File: src/core/ofl_pkg.sv
// constants, register map and helpers of the output frequency limiter
package ofl_pkg;

  // frequencies are carried in units of 0.1 Hz
  localparam int           FREQ_W        = 16;
  typedef logic [FREQ_W-1:0] ofl_freq_t;

  localparam int           ADDR_W        = 8;
  localparam int           DATA_W        = 32;
  localparam int           JUMP_N        = 6;
  localparam int           BAND_N        = 3;

  // register byte offsets
  localparam logic [7:0]   OFF_MAX       = 8'h00;
  localparam logic [7:0]   OFF_MIN       = 8'h04;
  localparam logic [7:0]   OFF_HSMAX     = 8'h08;
  localparam logic [7:0]   OFF_START     = 8'h0c;
  localparam logic [7:0]   OFF_JOG       = 8'h10;
  localparam logic [7:0]   OFF_JUMP_BASE = 8'h14;
  localparam logic [7:0]   OFF_JUMP_LAST = 8'h28;
  localparam logic [7:0]   OFF_VIEW      = 8'h2c;
  localparam logic [7:0]   OFF_ACCEL     = 8'h30;
  localparam logic [7:0]   OFF_STATUS    = 8'h34;

  // setting limits and reset values
  localparam ofl_freq_t    FREQ_ZERO     = 16'h0000;
  localparam ofl_freq_t    FREQ_120HZ    = 16'h04b0;
  localparam ofl_freq_t    FREQ_400HZ    = 16'h0fa0;
  localparam ofl_freq_t    JUMP_OFF      = 16'h270f;
  localparam ofl_freq_t    MAX_RST       = FREQ_120HZ;
  localparam ofl_freq_t    MIN_RST       = FREQ_ZERO;
  localparam ofl_freq_t    HSMAX_RST     = FREQ_120HZ;
  localparam ofl_freq_t    START_RST     = 16'h0005;
  localparam ofl_freq_t    JOG_RST       = 16'h0032;
  localparam ofl_freq_t    ACCEL_RST     = 16'h0001;
  localparam ofl_freq_t    ACCEL_MIN     = 16'h0001;
  localparam ofl_freq_t    VIEW_RST      = 16'h0000;

  // status word fields
  localparam int           ST_RUN_BIT    = 16;
  localparam int           ST_SPEED_BIT  = 17;
  localparam int           ST_JOG_BIT    = 18;

  // ramp tick period
  localparam int           CLK_MHZ       = 200;
  localparam int           RAMP_TICK_US  = 1000;
  localparam int           RAMP_TICK_CYC = RAMP_TICK_US * CLK_MHZ;

  typedef enum logic [1:0] {RAMP_IDLE, RAMP_ACCEL, RAMP_DECEL, RAMP_STEADY} ofl_ramp_t;

  function automatic logic in_range(input ofl_freq_t v, input ofl_freq_t lo, input ofl_freq_t hi);
    return (v >= lo) && (v <= hi);
  endfunction : in_range

  // a band is live only when neither bound holds the disable code
  function automatic logic band_hit(input ofl_freq_t f, input ofl_freq_t a, input ofl_freq_t b);
    logic on;
    on = (a != JUMP_OFF) && (b != JUMP_OFF);
    if (a < b)
      return on && in_range(f, a, b);
    return on && in_range(f, b, a);
  endfunction : band_hit

endpackage : ofl_pkg

File: src/core/ofl_limit_calc.sv
// combinational jump-band substitution and min/max clamp
`timescale 1ns/10ps
`default_nettype none
module ofl_limit_calc
  import ofl_pkg::*;
(
  input  wire ofl_pkg::ofl_freq_t cmd_i,
  input  wire logic               run_i,
  input  wire logic               jog_i,
  input  wire ofl_pkg::ofl_freq_t jog_freq_i,
  input  wire ofl_pkg::ofl_freq_t min_i,
  input  wire ofl_pkg::ofl_freq_t max_i,
  input  wire ofl_pkg::ofl_freq_t jump_i [ofl_pkg::JUMP_N],
  output ofl_pkg::ofl_freq_t      target_o
);
  import ofl_pkg::*;

  ofl_freq_t jumped;
  logic      hit;

  always_comb
  begin
    jumped = cmd_i;
    hit    = 1'b0;
    // lowest band wins; hold point is always the a bound
    for (int i = 0; i < BAND_N; i++)
    begin
      if (!hit && band_hit(cmd_i, jump_i[2*i], jump_i[2*i+1]))
      begin
        jumped = jump_i[2*i];
        hit    = 1'b1;
      end
    end
  end

  // jump first, then clamps
  always_comb
  begin
    target_o = FREQ_ZERO;
    if (jog_i)
    begin
      target_o = jog_freq_i;
      if (target_o > max_i)
        target_o = max_i;
    end
    else if (run_i)
    begin
      target_o = jumped;
      if (target_o < min_i)
        target_o = min_i;
      if (target_o > max_i)
        target_o = max_i;
    end
  end

endmodule : ofl_limit_calc
`default_nettype wire

File: src/core/ofl_limiter.sv
// output frequency limiter: apb settings, limit stage and ramp
// Function
// - maximum limit settable 0 to 120 Hz, reset 120
// - command above maximum outputs the maximum
// - minimum limit settable 0 to 120 Hz, reset 0
// - running target never below the minimum unless the minimum exceeds the maximum
// - high-speed maximum 120 to 400 Hz, reset 120
// - maximum and high-speed maximum writes copy each other
// - jog at or below minimum bypasses minimum
// - start alone ramps up to the minimum
// - three jump bands, 9999 disables a band
// - command inside band runs at a bound
// - a bound ordering picks hold edge
// - ramps pass straight through jump bands
// - max, min, high-speed max and jump settings writable only while view select zero
`timescale 1ns/10ps
`default_nettype none
module ofl_limiter
  import ofl_pkg::*;
#(
  parameter int RAMP_TICK_CYCLES = ofl_pkg::RAMP_TICK_CYC
)
(
  input  wire logic                       SYS_CLK_I,
  input  wire logic                       RESET_N_I,
  input  wire logic                       PSEL_I,
  input  wire logic                       PENABLE_I,
  input  wire logic                       PWRITE_I,
  input  wire logic [ofl_pkg::ADDR_W-1:0] PADDR_I,
  input  wire logic [ofl_pkg::DATA_W-1:0] PWDATA_I,
  output logic      [ofl_pkg::DATA_W-1:0] PRDATA_O,
  output logic                            PREADY_O,
  output logic                            PSLVERR_O,
  input  wire ofl_pkg::ofl_freq_t         CMD_FREQ_I,
  input  wire logic                       START_I,
  input  wire logic                       JOG_I,
  output ofl_pkg::ofl_freq_t              OUT_FREQ_O,
  output logic                            OUT_RUNNING_O,
  output logic                            OUT_AT_SPEED_O
);
  import ofl_pkg::*;

  ofl_freq_t        max_reg;
  ofl_freq_t        min_reg;
  ofl_freq_t        hsmax_reg;
  ofl_freq_t        start_reg;
  ofl_freq_t        jog_reg;
  ofl_freq_t        accel_reg;
  ofl_freq_t        view_reg;
  ofl_freq_t        jump_reg [JUMP_N];
  ofl_freq_t        target_next;
  ofl_freq_t        target_reg;
  ofl_freq_t        run_reg;
  ofl_freq_t        run_next;
  ofl_ramp_t        ramp_state_reg;
  ofl_ramp_t        ramp_state_next;
  logic             start_meta_reg;
  logic             start_sync_reg;
  logic             jog_meta_reg;
  logic             jog_sync_reg;
  logic             tick_reg;
  logic [31:0]      tick_cnt_reg;
  logic             pready_reg;
  logic             pslverr_reg;
  logic [DATA_W-1:0] prdata_reg;
  logic             running_reg;
  logic             at_speed_reg;
  logic [DATA_W-1:0] rd_data;
  logic             mapped;
  logic             wr_ok;
  logic             access_start;
  logic             wr_accept;
  logic [7:0]       jump_off;
  logic [2:0]       jump_idx;
  logic             is_jump;
  ofl_freq_t        wval;

  assign wval     = PWDATA_I[FREQ_W-1:0];
  assign jump_off = PADDR_I - OFF_JUMP_BASE;
  assign jump_idx = jump_off[4:2];
  assign is_jump  = (PADDR_I >= OFF_JUMP_BASE) && (PADDR_I <= OFF_JUMP_LAST) && (PADDR_I[1:0] == 2'b00);

  // two-flop synchronisers for the start and jog pins
  always_ff @(posedge SYS_CLK_I or negedge RESET_N_I)
  begin
    if (!RESET_N_I)
    begin
      start_meta_reg <= 1'b0;
      start_sync_reg <= 1'b0;
      jog_meta_reg   <= 1'b0;
      jog_sync_reg   <= 1'b0;
    end
    else
    begin
      start_meta_reg <= START_I;
      start_sync_reg <= start_meta_reg;
      jog_meta_reg   <= JOG_I;
      jog_sync_reg   <= jog_meta_reg;
    end
  end

  // apb: one wait state, answer registered
  assign access_start = PSEL_I && PENABLE_I && !pready_reg;
  assign wr_accept    = PSEL_I && PENABLE_I && pready_reg && PWRITE_I && wr_ok;

  always_comb
  begin
    rd_data = '0;
    mapped  = 1'b1;
    wr_ok   = 1'b0;
    if (is_jump)
    begin
      rd_data[FREQ_W-1:0] = jump_reg[jump_idx];
      wr_ok = (view_reg == FREQ_ZERO) && (in_range(wval, FREQ_ZERO, FREQ_400HZ) || wval == JUMP_OFF);
    end
    else
    begin
      case (PADDR_I)
        OFF_MAX:
        begin
          rd_data[FREQ_W-1:0] = max_reg;
          wr_ok = (view_reg == FREQ_ZERO) && in_range(wval, FREQ_ZERO, FREQ_120HZ);
        end
        OFF_MIN:
        begin
          rd_data[FREQ_W-1:0] = min_reg;
          wr_ok = (view_reg == FREQ_ZERO) && in_range(wval, FREQ_ZERO, FREQ_120HZ);
        end
        OFF_HSMAX:
        begin
          rd_data[FREQ_W-1:0] = hsmax_reg;
          wr_ok = (view_reg == FREQ_ZERO) && in_range(wval, FREQ_120HZ, FREQ_400HZ);
        end
        OFF_START:
        begin
          rd_data[FREQ_W-1:0] = start_reg;
          wr_ok = in_range(wval, FREQ_ZERO, FREQ_400HZ);
        end
        OFF_JOG:
        begin
          rd_data[FREQ_W-1:0] = jog_reg;
          wr_ok = in_range(wval, FREQ_ZERO, FREQ_400HZ);
        end
        OFF_VIEW:
        begin
          rd_data[FREQ_W-1:0] = view_reg;
          wr_ok = 1'b1;
        end
        OFF_ACCEL:
        begin
          rd_data[FREQ_W-1:0] = accel_reg;
          wr_ok = in_range(wval, ACCEL_MIN, FREQ_400HZ);
        end
        OFF_STATUS:
        begin
          rd_data[FREQ_W-1:0]  = run_reg;
          rd_data[ST_RUN_BIT]   = running_reg;
          rd_data[ST_SPEED_BIT] = at_speed_reg;
          rd_data[ST_JOG_BIT]   = jog_sync_reg;
        end
        default:
          mapped = 1'b0;
      endcase
    end
  end

  always_ff @(posedge SYS_CLK_I or negedge RESET_N_I)
  begin
    if (!RESET_N_I)
    begin
      pready_reg  <= 1'b0;
      pslverr_reg <= 1'b0;
      prdata_reg  <= '0;
    end
    else
    begin
      pready_reg  <= access_start;
      if (access_start)
      begin
        pslverr_reg <= !mapped || (PWRITE_I && !wr_ok);
        prdata_reg  <= PWRITE_I ? '0 : rd_data;
      end
      else
      begin
        pslverr_reg <= 1'b0;
        prdata_reg  <= '0;
      end
    end
  end

  // limit registers; max and high-speed max mirror each other
  always_ff @(posedge SYS_CLK_I or negedge RESET_N_I)
  begin
    if (!RESET_N_I)
    begin
      max_reg   <= MAX_RST;
      min_reg   <= MIN_RST;
      hsmax_reg <= HSMAX_RST;
    end
    else if (wr_accept)
    begin
      if (PADDR_I == OFF_MAX || PADDR_I == OFF_HSMAX)
      begin
        max_reg   <= wval;
        hsmax_reg <= wval;
      end
      if (PADDR_I == OFF_MIN)
        min_reg <= wval;
    end
  end

  always_ff @(posedge SYS_CLK_I or negedge RESET_N_I)
  begin
    if (!RESET_N_I)
    begin
      start_reg <= START_RST;
      jog_reg   <= JOG_RST;
      accel_reg <= ACCEL_RST;
      view_reg  <= VIEW_RST;
    end
    else if (wr_accept)
    begin
      if (PADDR_I == OFF_START)
        start_reg <= wval;
      if (PADDR_I == OFF_JOG)
        jog_reg <= wval;
      if (PADDR_I == OFF_ACCEL)
        accel_reg <= wval;
      if (PADDR_I == OFF_VIEW)
        view_reg <= wval;
    end
  end

  always_ff @(posedge SYS_CLK_I or negedge RESET_N_I)
  begin
    if (!RESET_N_I)
    begin
      for (int i = 0; i < JUMP_N; i++)
        jump_reg[i] <= JUMP_OFF;
    end
    else if (wr_accept && is_jump)
      jump_reg[jump_idx] <= wval;
  end

  ofl_limit_calc u_limit_calc (
    .cmd_i      (CMD_FREQ_I),
    .run_i      (start_sync_reg),
    .jog_i      (jog_sync_reg),
    .jog_freq_i (jog_reg),
    .min_i      (min_reg),
    .max_i      (max_reg),
    .jump_i     (jump_reg),
    .target_o   (target_next)
  );

  // limited frequency registered every cycle
  always_ff @(posedge SYS_CLK_I or negedge RESET_N_I)
  begin
    if (!RESET_N_I)
      target_reg <= FREQ_ZERO;
    else
      target_reg <= target_next;
  end

  // ramp tick divider
  always_ff @(posedge SYS_CLK_I or negedge RESET_N_I)
  begin
    if (!RESET_N_I)
    begin
      tick_cnt_reg <= '0;
      tick_reg     <= 1'b0;
    end
    else if (tick_cnt_reg == 32'(RAMP_TICK_CYCLES - 1))
    begin
      tick_cnt_reg <= '0;
      tick_reg     <= 1'b1;
    end
    else
    begin
      tick_cnt_reg <= tick_cnt_reg + 32'h0000_0001;
      tick_reg     <= 1'b0;
    end
  end

  // linear ramp toward the target, crossing bands on the way
  always_comb
  begin
    run_next = run_reg;
    case (ramp_state_reg)
      RAMP_IDLE:
        if (target_reg != FREQ_ZERO && target_reg >= start_reg)
          run_next = start_reg;
      RAMP_ACCEL:
        if (target_reg - run_reg > accel_reg)
          run_next = run_reg + accel_reg;
        else
          run_next = target_reg;
      RAMP_DECEL:
      begin
        if (run_reg - target_reg > accel_reg)
          run_next = run_reg - accel_reg;
        else
          run_next = target_reg;
        if (target_reg < start_reg && run_next < start_reg)
          run_next = FREQ_ZERO;
      end
      RAMP_STEADY:
        run_next = run_reg;
      default:
        run_next = FREQ_ZERO;
    endcase
    if (run_next == FREQ_ZERO && (target_reg == FREQ_ZERO || target_reg < start_reg))
      ramp_state_next = RAMP_IDLE;
    else if (run_next < target_reg)
      ramp_state_next = RAMP_ACCEL;
    else if (run_next > target_reg)
      ramp_state_next = RAMP_DECEL;
    else
      ramp_state_next = RAMP_STEADY;
  end

  always_ff @(posedge SYS_CLK_I or negedge RESET_N_I)
  begin
    if (!RESET_N_I)
    begin
      run_reg        <= FREQ_ZERO;
      ramp_state_reg <= RAMP_IDLE;
      running_reg    <= 1'b0;
      at_speed_reg   <= 1'b0;
    end
    else if (tick_reg)
    begin
      run_reg        <= run_next;
      ramp_state_reg <= ramp_state_next;
      running_reg    <= (ramp_state_next != RAMP_IDLE);
      at_speed_reg   <= (ramp_state_next == RAMP_STEADY);
    end
  end

  assign PRDATA_O       = prdata_reg;
  assign PREADY_O       = pready_reg;
  assign PSLVERR_O      = pslverr_reg;
  assign OUT_FREQ_O     = run_reg;
  assign OUT_RUNNING_O  = running_reg;
  assign OUT_AT_SPEED_O = at_speed_reg;

  a_max_clamp: assert property (@(posedge SYS_CLK_I) disable iff (!RESET_N_I)
    ##1 target_reg <= $past(max_reg))
    else $error("limited frequency above maximum");

  a_min_hold: assert property (@(posedge SYS_CLK_I) disable iff (!RESET_N_I)
    $past(start_sync_reg && !jog_sync_reg && min_reg <= max_reg) |-> target_reg >= $past(min_reg))
    else $error("running frequency below minimum");

  a_jog_bypass: assert property (@(posedge SYS_CLK_I) disable iff (!RESET_N_I)
    $past(jog_sync_reg && jog_reg <= min_reg && jog_reg <= max_reg) |-> target_reg == $past(jog_reg))
    else $error("jog frequency not passed through");

  a_band_hold: assert property (@(posedge SYS_CLK_I) disable iff (!RESET_N_I)
    $past(start_sync_reg && !jog_sync_reg && band_hit(CMD_FREQ_I, jump_reg[0], jump_reg[1])
          && in_range(jump_reg[0], min_reg, max_reg)) |-> target_reg == $past(jump_reg[0]))
    else $error("band command not held at a bound");

  a_max_mirror: assert property (@(posedge SYS_CLK_I) disable iff (!RESET_N_I)
    wr_accept && (PADDR_I == OFF_MAX || PADDR_I == OFF_HSMAX) |=> max_reg == hsmax_reg && max_reg == $past(wval))
    else $error("maximum settings not mirrored");

  a_view_lock: assert property (@(posedge SYS_CLK_I) disable iff (!RESET_N_I)
    PSEL_I && PENABLE_I && pready_reg && PWRITE_I && view_reg != FREQ_ZERO && PADDR_I == OFF_MIN
      |=> $stable(min_reg) && $stable(max_reg))
    else $error("setting written while view select nonzero");

  a_max_range: assert property (@(posedge SYS_CLK_I) disable iff (!RESET_N_I)
    PSEL_I && PENABLE_I && pready_reg && PWRITE_I && PADDR_I == OFF_MAX && wval > FREQ_120HZ
      |-> PSLVERR_O ##1 $stable(max_reg) && $stable(hsmax_reg))
    else $error("out of range maximum accepted");

  a_ramp_up: assert property (@(posedge SYS_CLK_I) disable iff (!RESET_N_I)
    tick_reg && ramp_state_reg == RAMP_ACCEL && run_reg < target_reg
      |=> run_reg > $past(run_reg) && run_reg - $past(run_reg) <= $past(accel_reg))
    else $error("acceleration step wrong");

  a_pready_wait: assert property (@(posedge SYS_CLK_I) disable iff (!RESET_N_I)
    access_start |=> PREADY_O ##1 !PREADY_O)
    else $error("apb answer not one wait state");

endmodule : ofl_limiter
`default_nettype wire

File: config.mk
export PLATFORM = sky130hd
export DESIGN_NAME = ofl_limiter
export DESIGN_NICKNAME = d
export VERILOG_FILES = /design/src/core/ofl_pkg.sv /design/src/core/ofl_limit_calc.sv /design/src/core/ofl_limiter.sv
export SDC_FILE = /design/constraint.sdc
export NUM_CORES = 1
export LEC_CHECK = 0
export ABC_AREA = 1
export ABC_CLOCK_PERIOD_IN_PS = 14400
export BUFFER_PORTS_ARGS = -buffer_cell sky130_fd_sc_hd__buf_2
export CAP_MARGIN = 10
export CORE_MARGIN = 3
export CORE_UTILIZATION = 32
export CTS_CLUSTER_DIAMETER = 50
export CTS_CLUSTER_SIZE = 10
export DETAILED_ROUTE_END_ITERATION = 12
export GPL_TIMING_DRIVEN = 0
export PLACE_DENSITY = 0.45
export SLEW_MARGIN = 15
export SYNTH_ARGS = -nofsm -noshare
export SYNTH_HDL_FRONTEND = slang
export SYNTH_SLANG_ARGS = --single-unit
File: constraint.sdc
create_clock -name SYS_CLK_I -period 14.4 [get_ports SYS_CLK_I]
set_clock_uncertainty 0.05 [all_clocks]
set_input_delay 0.72 -clock SYS_CLK_I [delete_from_list [all_inputs] [get_ports SYS_CLK_I]]
set_output_delay 0.72 -clock SYS_CLK_I [all_outputs]
set_load 0.01 [all_outputs]
==> tab_implementation.tex <==
\begin{tabular}{lr}
\hline
Metric & Value \\
\hline
\multicolumn{2}{l}{\textbf{Power and ir drop}} \\
Sum of internal, switching and leakage power & 3530 uW \\
Switching portion of total power & $\sim$42\% \\
Largest vdd supply drop & about 0.15 mV \\
Cell area power density & $\sim$130 nW/um\^{}2 \\
Internal Dissipation & about 2000 uW \\
Net switching power & roughly 1500 uW \\
Part of the power in registers & a little under a quarter \\
Clock power share & between 30 and 40\% \\
Combinational Power Share & 41.9\% \\
Total leakage power & between 0.01 and 0.015 uW \\
\multicolumn{2}{l}{\textbf{GRT}} \\
Number of global-route vias before repair & 23,357 \\
Wire length of the first global-routing pass & 152,000 um \\
GRT Total Usage & between 20\% and 30\% \\
Met2 capacity usage during global routing & between 40\% and 50\% \\
Most congested layer reported by global routing & met2 \\
Global routing met3 resource utilization & under 10\% \\
M1 GR Usage & roughly 33\% \\
Pin count of the biggest net entering global routing & 97 \\
Leftover overflow at the end of global routing & 0 \\
Number of antenna violations at the first check in global routing & 5 \\
\multicolumn{2}{l}{\textbf{Critical path}} \\
Buffers plus inverters on the worst setup path & 6 \\
Max stage delay cell, worst path & nor4b\_2 \\
FF-to-FF setup slack & roughly 5.6 ns \\
Req. time, crit path & between 10 and 15 ns \\
Type of the worst setup path & flip-flop to flip-flop \\
Worst path arrival time & 9.26 ns \\
Cell type group with the largest total delay on the critical path & simple AND/OR/NAND/NOR gates \\
Worst Path Max Fanout & 10 \\
Crit start category & flip-flop \\
Critical path endpoint category & flip-flop \\
Top cell by count, worst path & nand2\_1 \\
Largest stage delay on the critical path & approximately 0.71 ns \\
\multicolumn{2}{l}{\textbf{Floorplanning}} \\
Core Rows & 100 \\
Area of the die & just under 80,000 sq um \\
Starting density of the core & 32.4\% \\
Die width & 281 um \\
I/O pin count & 115 \\
Area inside the core boundary & roughly 75,000 sq um \\
Chip Height & $\sim$280 um \\
\multicolumn{2}{l}{\textbf{Yosys}} \\
Per-instance average area after synthesis & 7.31 sq um \\
Fraction of synthesized cell area taken by the top area cell type & 23.5\% \\
Biggest area contributors in the synthesized netlist & dfrtp\_1 (24\%), ha\_1 (17\%), nand2\_1 (11\%), inv\_1 (7.0\%), dfstp\_2 (6.3\%) \\
Post-synth EDFFs & 0 \\
Cell count after synthesis & roughly 3,300 \\
Number of distinct library cell variants in the gate-level netlist after synthesis & 64 \\
Synth warnings & 0 \\
Portion of the post-synthesis area used by sequential elements & 29.8\% \\
Flip-flop and latch count after synthesis & 286 \\
Fraction of registers with async set or reset after synthesis & 100\% \\
Area of the mapped netlist & 24,200 sq um \\
Most common flop cell mapped by yosys & dfrtp\_1 \\
Cell taking the most area after synthesis & dfrtp\_1 \\
\multicolumn{2}{l}{\textbf{Detailed routing}} \\
Starting DRT DRC Count & around 1,700 \\
Total wire length & between 100,000 and 150,000 um \\
Detailed Routing Iterations Pass 1 & 5 \\
Post-detailed-route DRC marker count & 0 \\
Vias & roughly 23,000 \\
Post-detailed-route wirelength per cell & between 20 and 25 um \\
Residual antenna-violating net count after detailed routing & 0 \\
Routed vias/inst & $\sim$5.2 \\
\multicolumn{2}{l}{\textbf{Finish}} \\
Net count, final & between 3,000 and 4,000 \\
Most common cell after layout, fill and taps aside & nand2\_1 \\
Number of cells in the finished layout apart from fillers & between 4,000 and 5,000 \\
Fraction of final layout cells sized beyond drive strength 1 & 10.3\% \\
Post-route cell area & 27,700 sq um \\
Commonest cells after routing, fill and taps aside & nand2\_1 (740), inv\_1 (455), ha\_1 (332) \\
Max reg flops & between 90 and 100 \\
Fillers & 8,101 \\
Area overhead of the layout relative to synthesis & 14.5\% \\
\multicolumn{2}{l}{\textbf{Timing}} \\
Number of failing setup endpoints in the final timing report & 0 \\
Setup repair after global routing missed its margin & false \\
Total Negative Setup Slacks & 0 ns \\
Max-slew violation total from the final report & 0 \\
Worst path setup slack after routing & roughly 5.6 ns \\
Final Critical Period & 8.80 ns \\
Slew at the pin with the worst max-slew slack & 1.29 ns \\
Timing-limited maximum frequency & roughly 110 MHz \\
Share of the clock period used by the worst path & between 60 and 70\% \\
Number of hold violations in the final report & 0 \\
Worst-case headroom to the max-slew limit & 13.7\% \\
\multicolumn{2}{l}{\textbf{Clocking}} \\
Number of buffers inserted during clock tree synthesis & between 40 and 50 \\
Clock latency on the worst-skew pair & approximately 0.6 ns \\
Post-cts gate resize count & 0 \\
Maximum clock path buffer count & 3 \\
TritonCTS Sinks & between 200 and 300 \\
TritonCTS clock tree & yes \\
CTS HTree Levels & 2 \\
CTS root buf & clkbuf\_16 \\
Clock-pin slew on the worst setup and hold paths & 0.05 ns \\
\multicolumn{2}{l}{\textbf{Placed design}} \\
Placed cell areas & $\sim$26,000 sq um \\
Number of port buffers & 85 \\
Placement-stage worst setup slack & about 5.7 ns \\
Placer's final routability congestion estimate & about 0.95 \\
Total placed cells including tap cells & approximately 4,400 \\
HPWL reported at the end of detailed placement & 81,400 um \\
\multicolumn{2}{l}{\textbf{Outcome}} \\
Result of the run & finished clean \\
\multicolumn{2}{l}{\textbf{Worst hold path}} \\
Worst hold path class & primary input to flip-flop \\
\multicolumn{2}{l}{\textbf{Run}} \\
Maximum Capacitance Violations & 0 \\
\hline
\end{tabular}
[cells in the mapped netlist (4+ instances only)]
| library cell | count |
|---|---|
| nor2_2 | 7 |
| nand4_1 | 55 |
| nand2_1 | 740 |
| o21bai_1 | 8 |
| nor2_1 | 190 |
| dfrtp_1 | 228 |
| a21boi_0 | 4 |
| nor3_1 | 35 |
| o21ai_0 | 251 |
| o211ai_1 | 23 |
| inv_1 | 455 |
| o21a_1 | 12 |
| o31ai_1 | 5 |
| clkinv_1 | 4 |
| inv_2 | 14 |
| buf_2 | 17 |
| xor2_1 | 55 |
| buf_4 | 16 |
| nor3_2 | 5 |
| nand3_1 | 114 |
| ha_1 | 332 |
| a311oi_1 | 16 |
| buf_1 | 8 |
| clkbuf_1 | 81 |
| a221oi_1 | 18 |
| o2111ai_1 | 8 |
| a21oi_1 | 256 |
| buf_6 | 6 |
| a211oi_1 | 10 |
| a21o_1 | 4 |
| dfstp_2 | 58 |
| nor4_1 | 31 |
| a31oi_1 | 22 |
| o22ai_1 | 62 |
| xnor2_1 | 9 |
| o21ai_2 | 10 |
| or2_2 | 6 |
| nand2_2 | 20 |
| o221ai_1 | 7 |
| fa_1 | 4 |
| o21ai_1 | 72 |
[stage by stage]
stage / hold slack, ns / util (%)
after floorplan: 0.281 / -
after global placement: 0.288 / 34.7
after detailed placement: 0.287 / 34.8
after CTS: 0.165 / 37.1
after global routing: 0.177 / 37.1
final: 0.201 / 37.1
[path summary, 6_finish.rpt]
kind                       cells after the start           endpoint     startpoint
max                                           36  ramp_state_reg[0]  OUT_FREQ_O[2]
min                                            1     start_meta_reg        START_I
min reg2reg                                    0       jog_sync_reg   jog_meta_reg
min in group asynchronous                      2       jump_reg[46]      RESET_N_I
max in group asynchronous                      3      hsmax_reg[10]      RESET_N_I
max reg2reg                                   36  ramp_state_reg[0]  OUT_FREQ_O[2]
[final cells by class]
type	instances	area (sq um)	share of cell area (%)
plain buffers	129	623	2.25
inverters	474	1780	6.42
flip-flops and latches	286	7230	26.1
multi-input cells	2437	14700	52.9
diodes	1	2.50	0.00902
clock buffers	63	1340	4.83
clock inverters	29	357	1.29
well taps	969	1210	4.37
repair buffers	89	528	1.90
[routing by layer]
metal  vias to the layer above  share of wire [%]
met5                         -                  0
met4                         0                5.3
met3                       230                4.8
met2                       681                 47
met1                     11075                 43
li1                      11485                  -
[power groups by stage]
| stage | Sequential, uW | Clock (uW) | Combinational (uW) |
|---|---|---|---|
| after floorplan | 836 | 0 | 954 |
| after global placement | 845 | 0 | 1460 |
| after detailed placement | 845 | 0 | 1470 |
| after CTS | 832 | 1250 | 1470 |
| after global routing | 833 | 1280 | 1630 |
| final | 833 | 1220 | 1480 |
[logic make-up after synthesis]
kind of cell / share of synthesized area, %
XOR/XNOR: 2.31
flip-flops: 29.8
buffers and inverters: 9.87
adder cells (fa/ha/maj): 17.5
AND/OR/NAND/NOR: 21.7
AO/OA/AOI/OAI: 18.8
other: 0.0155
[repair_timing]
item                      in CTS  in global routing
hold buffers                   1                  0
setup buffers                  0                  0
hold endpoints to repair      27                  0
(Power assumes the default switching activity.)
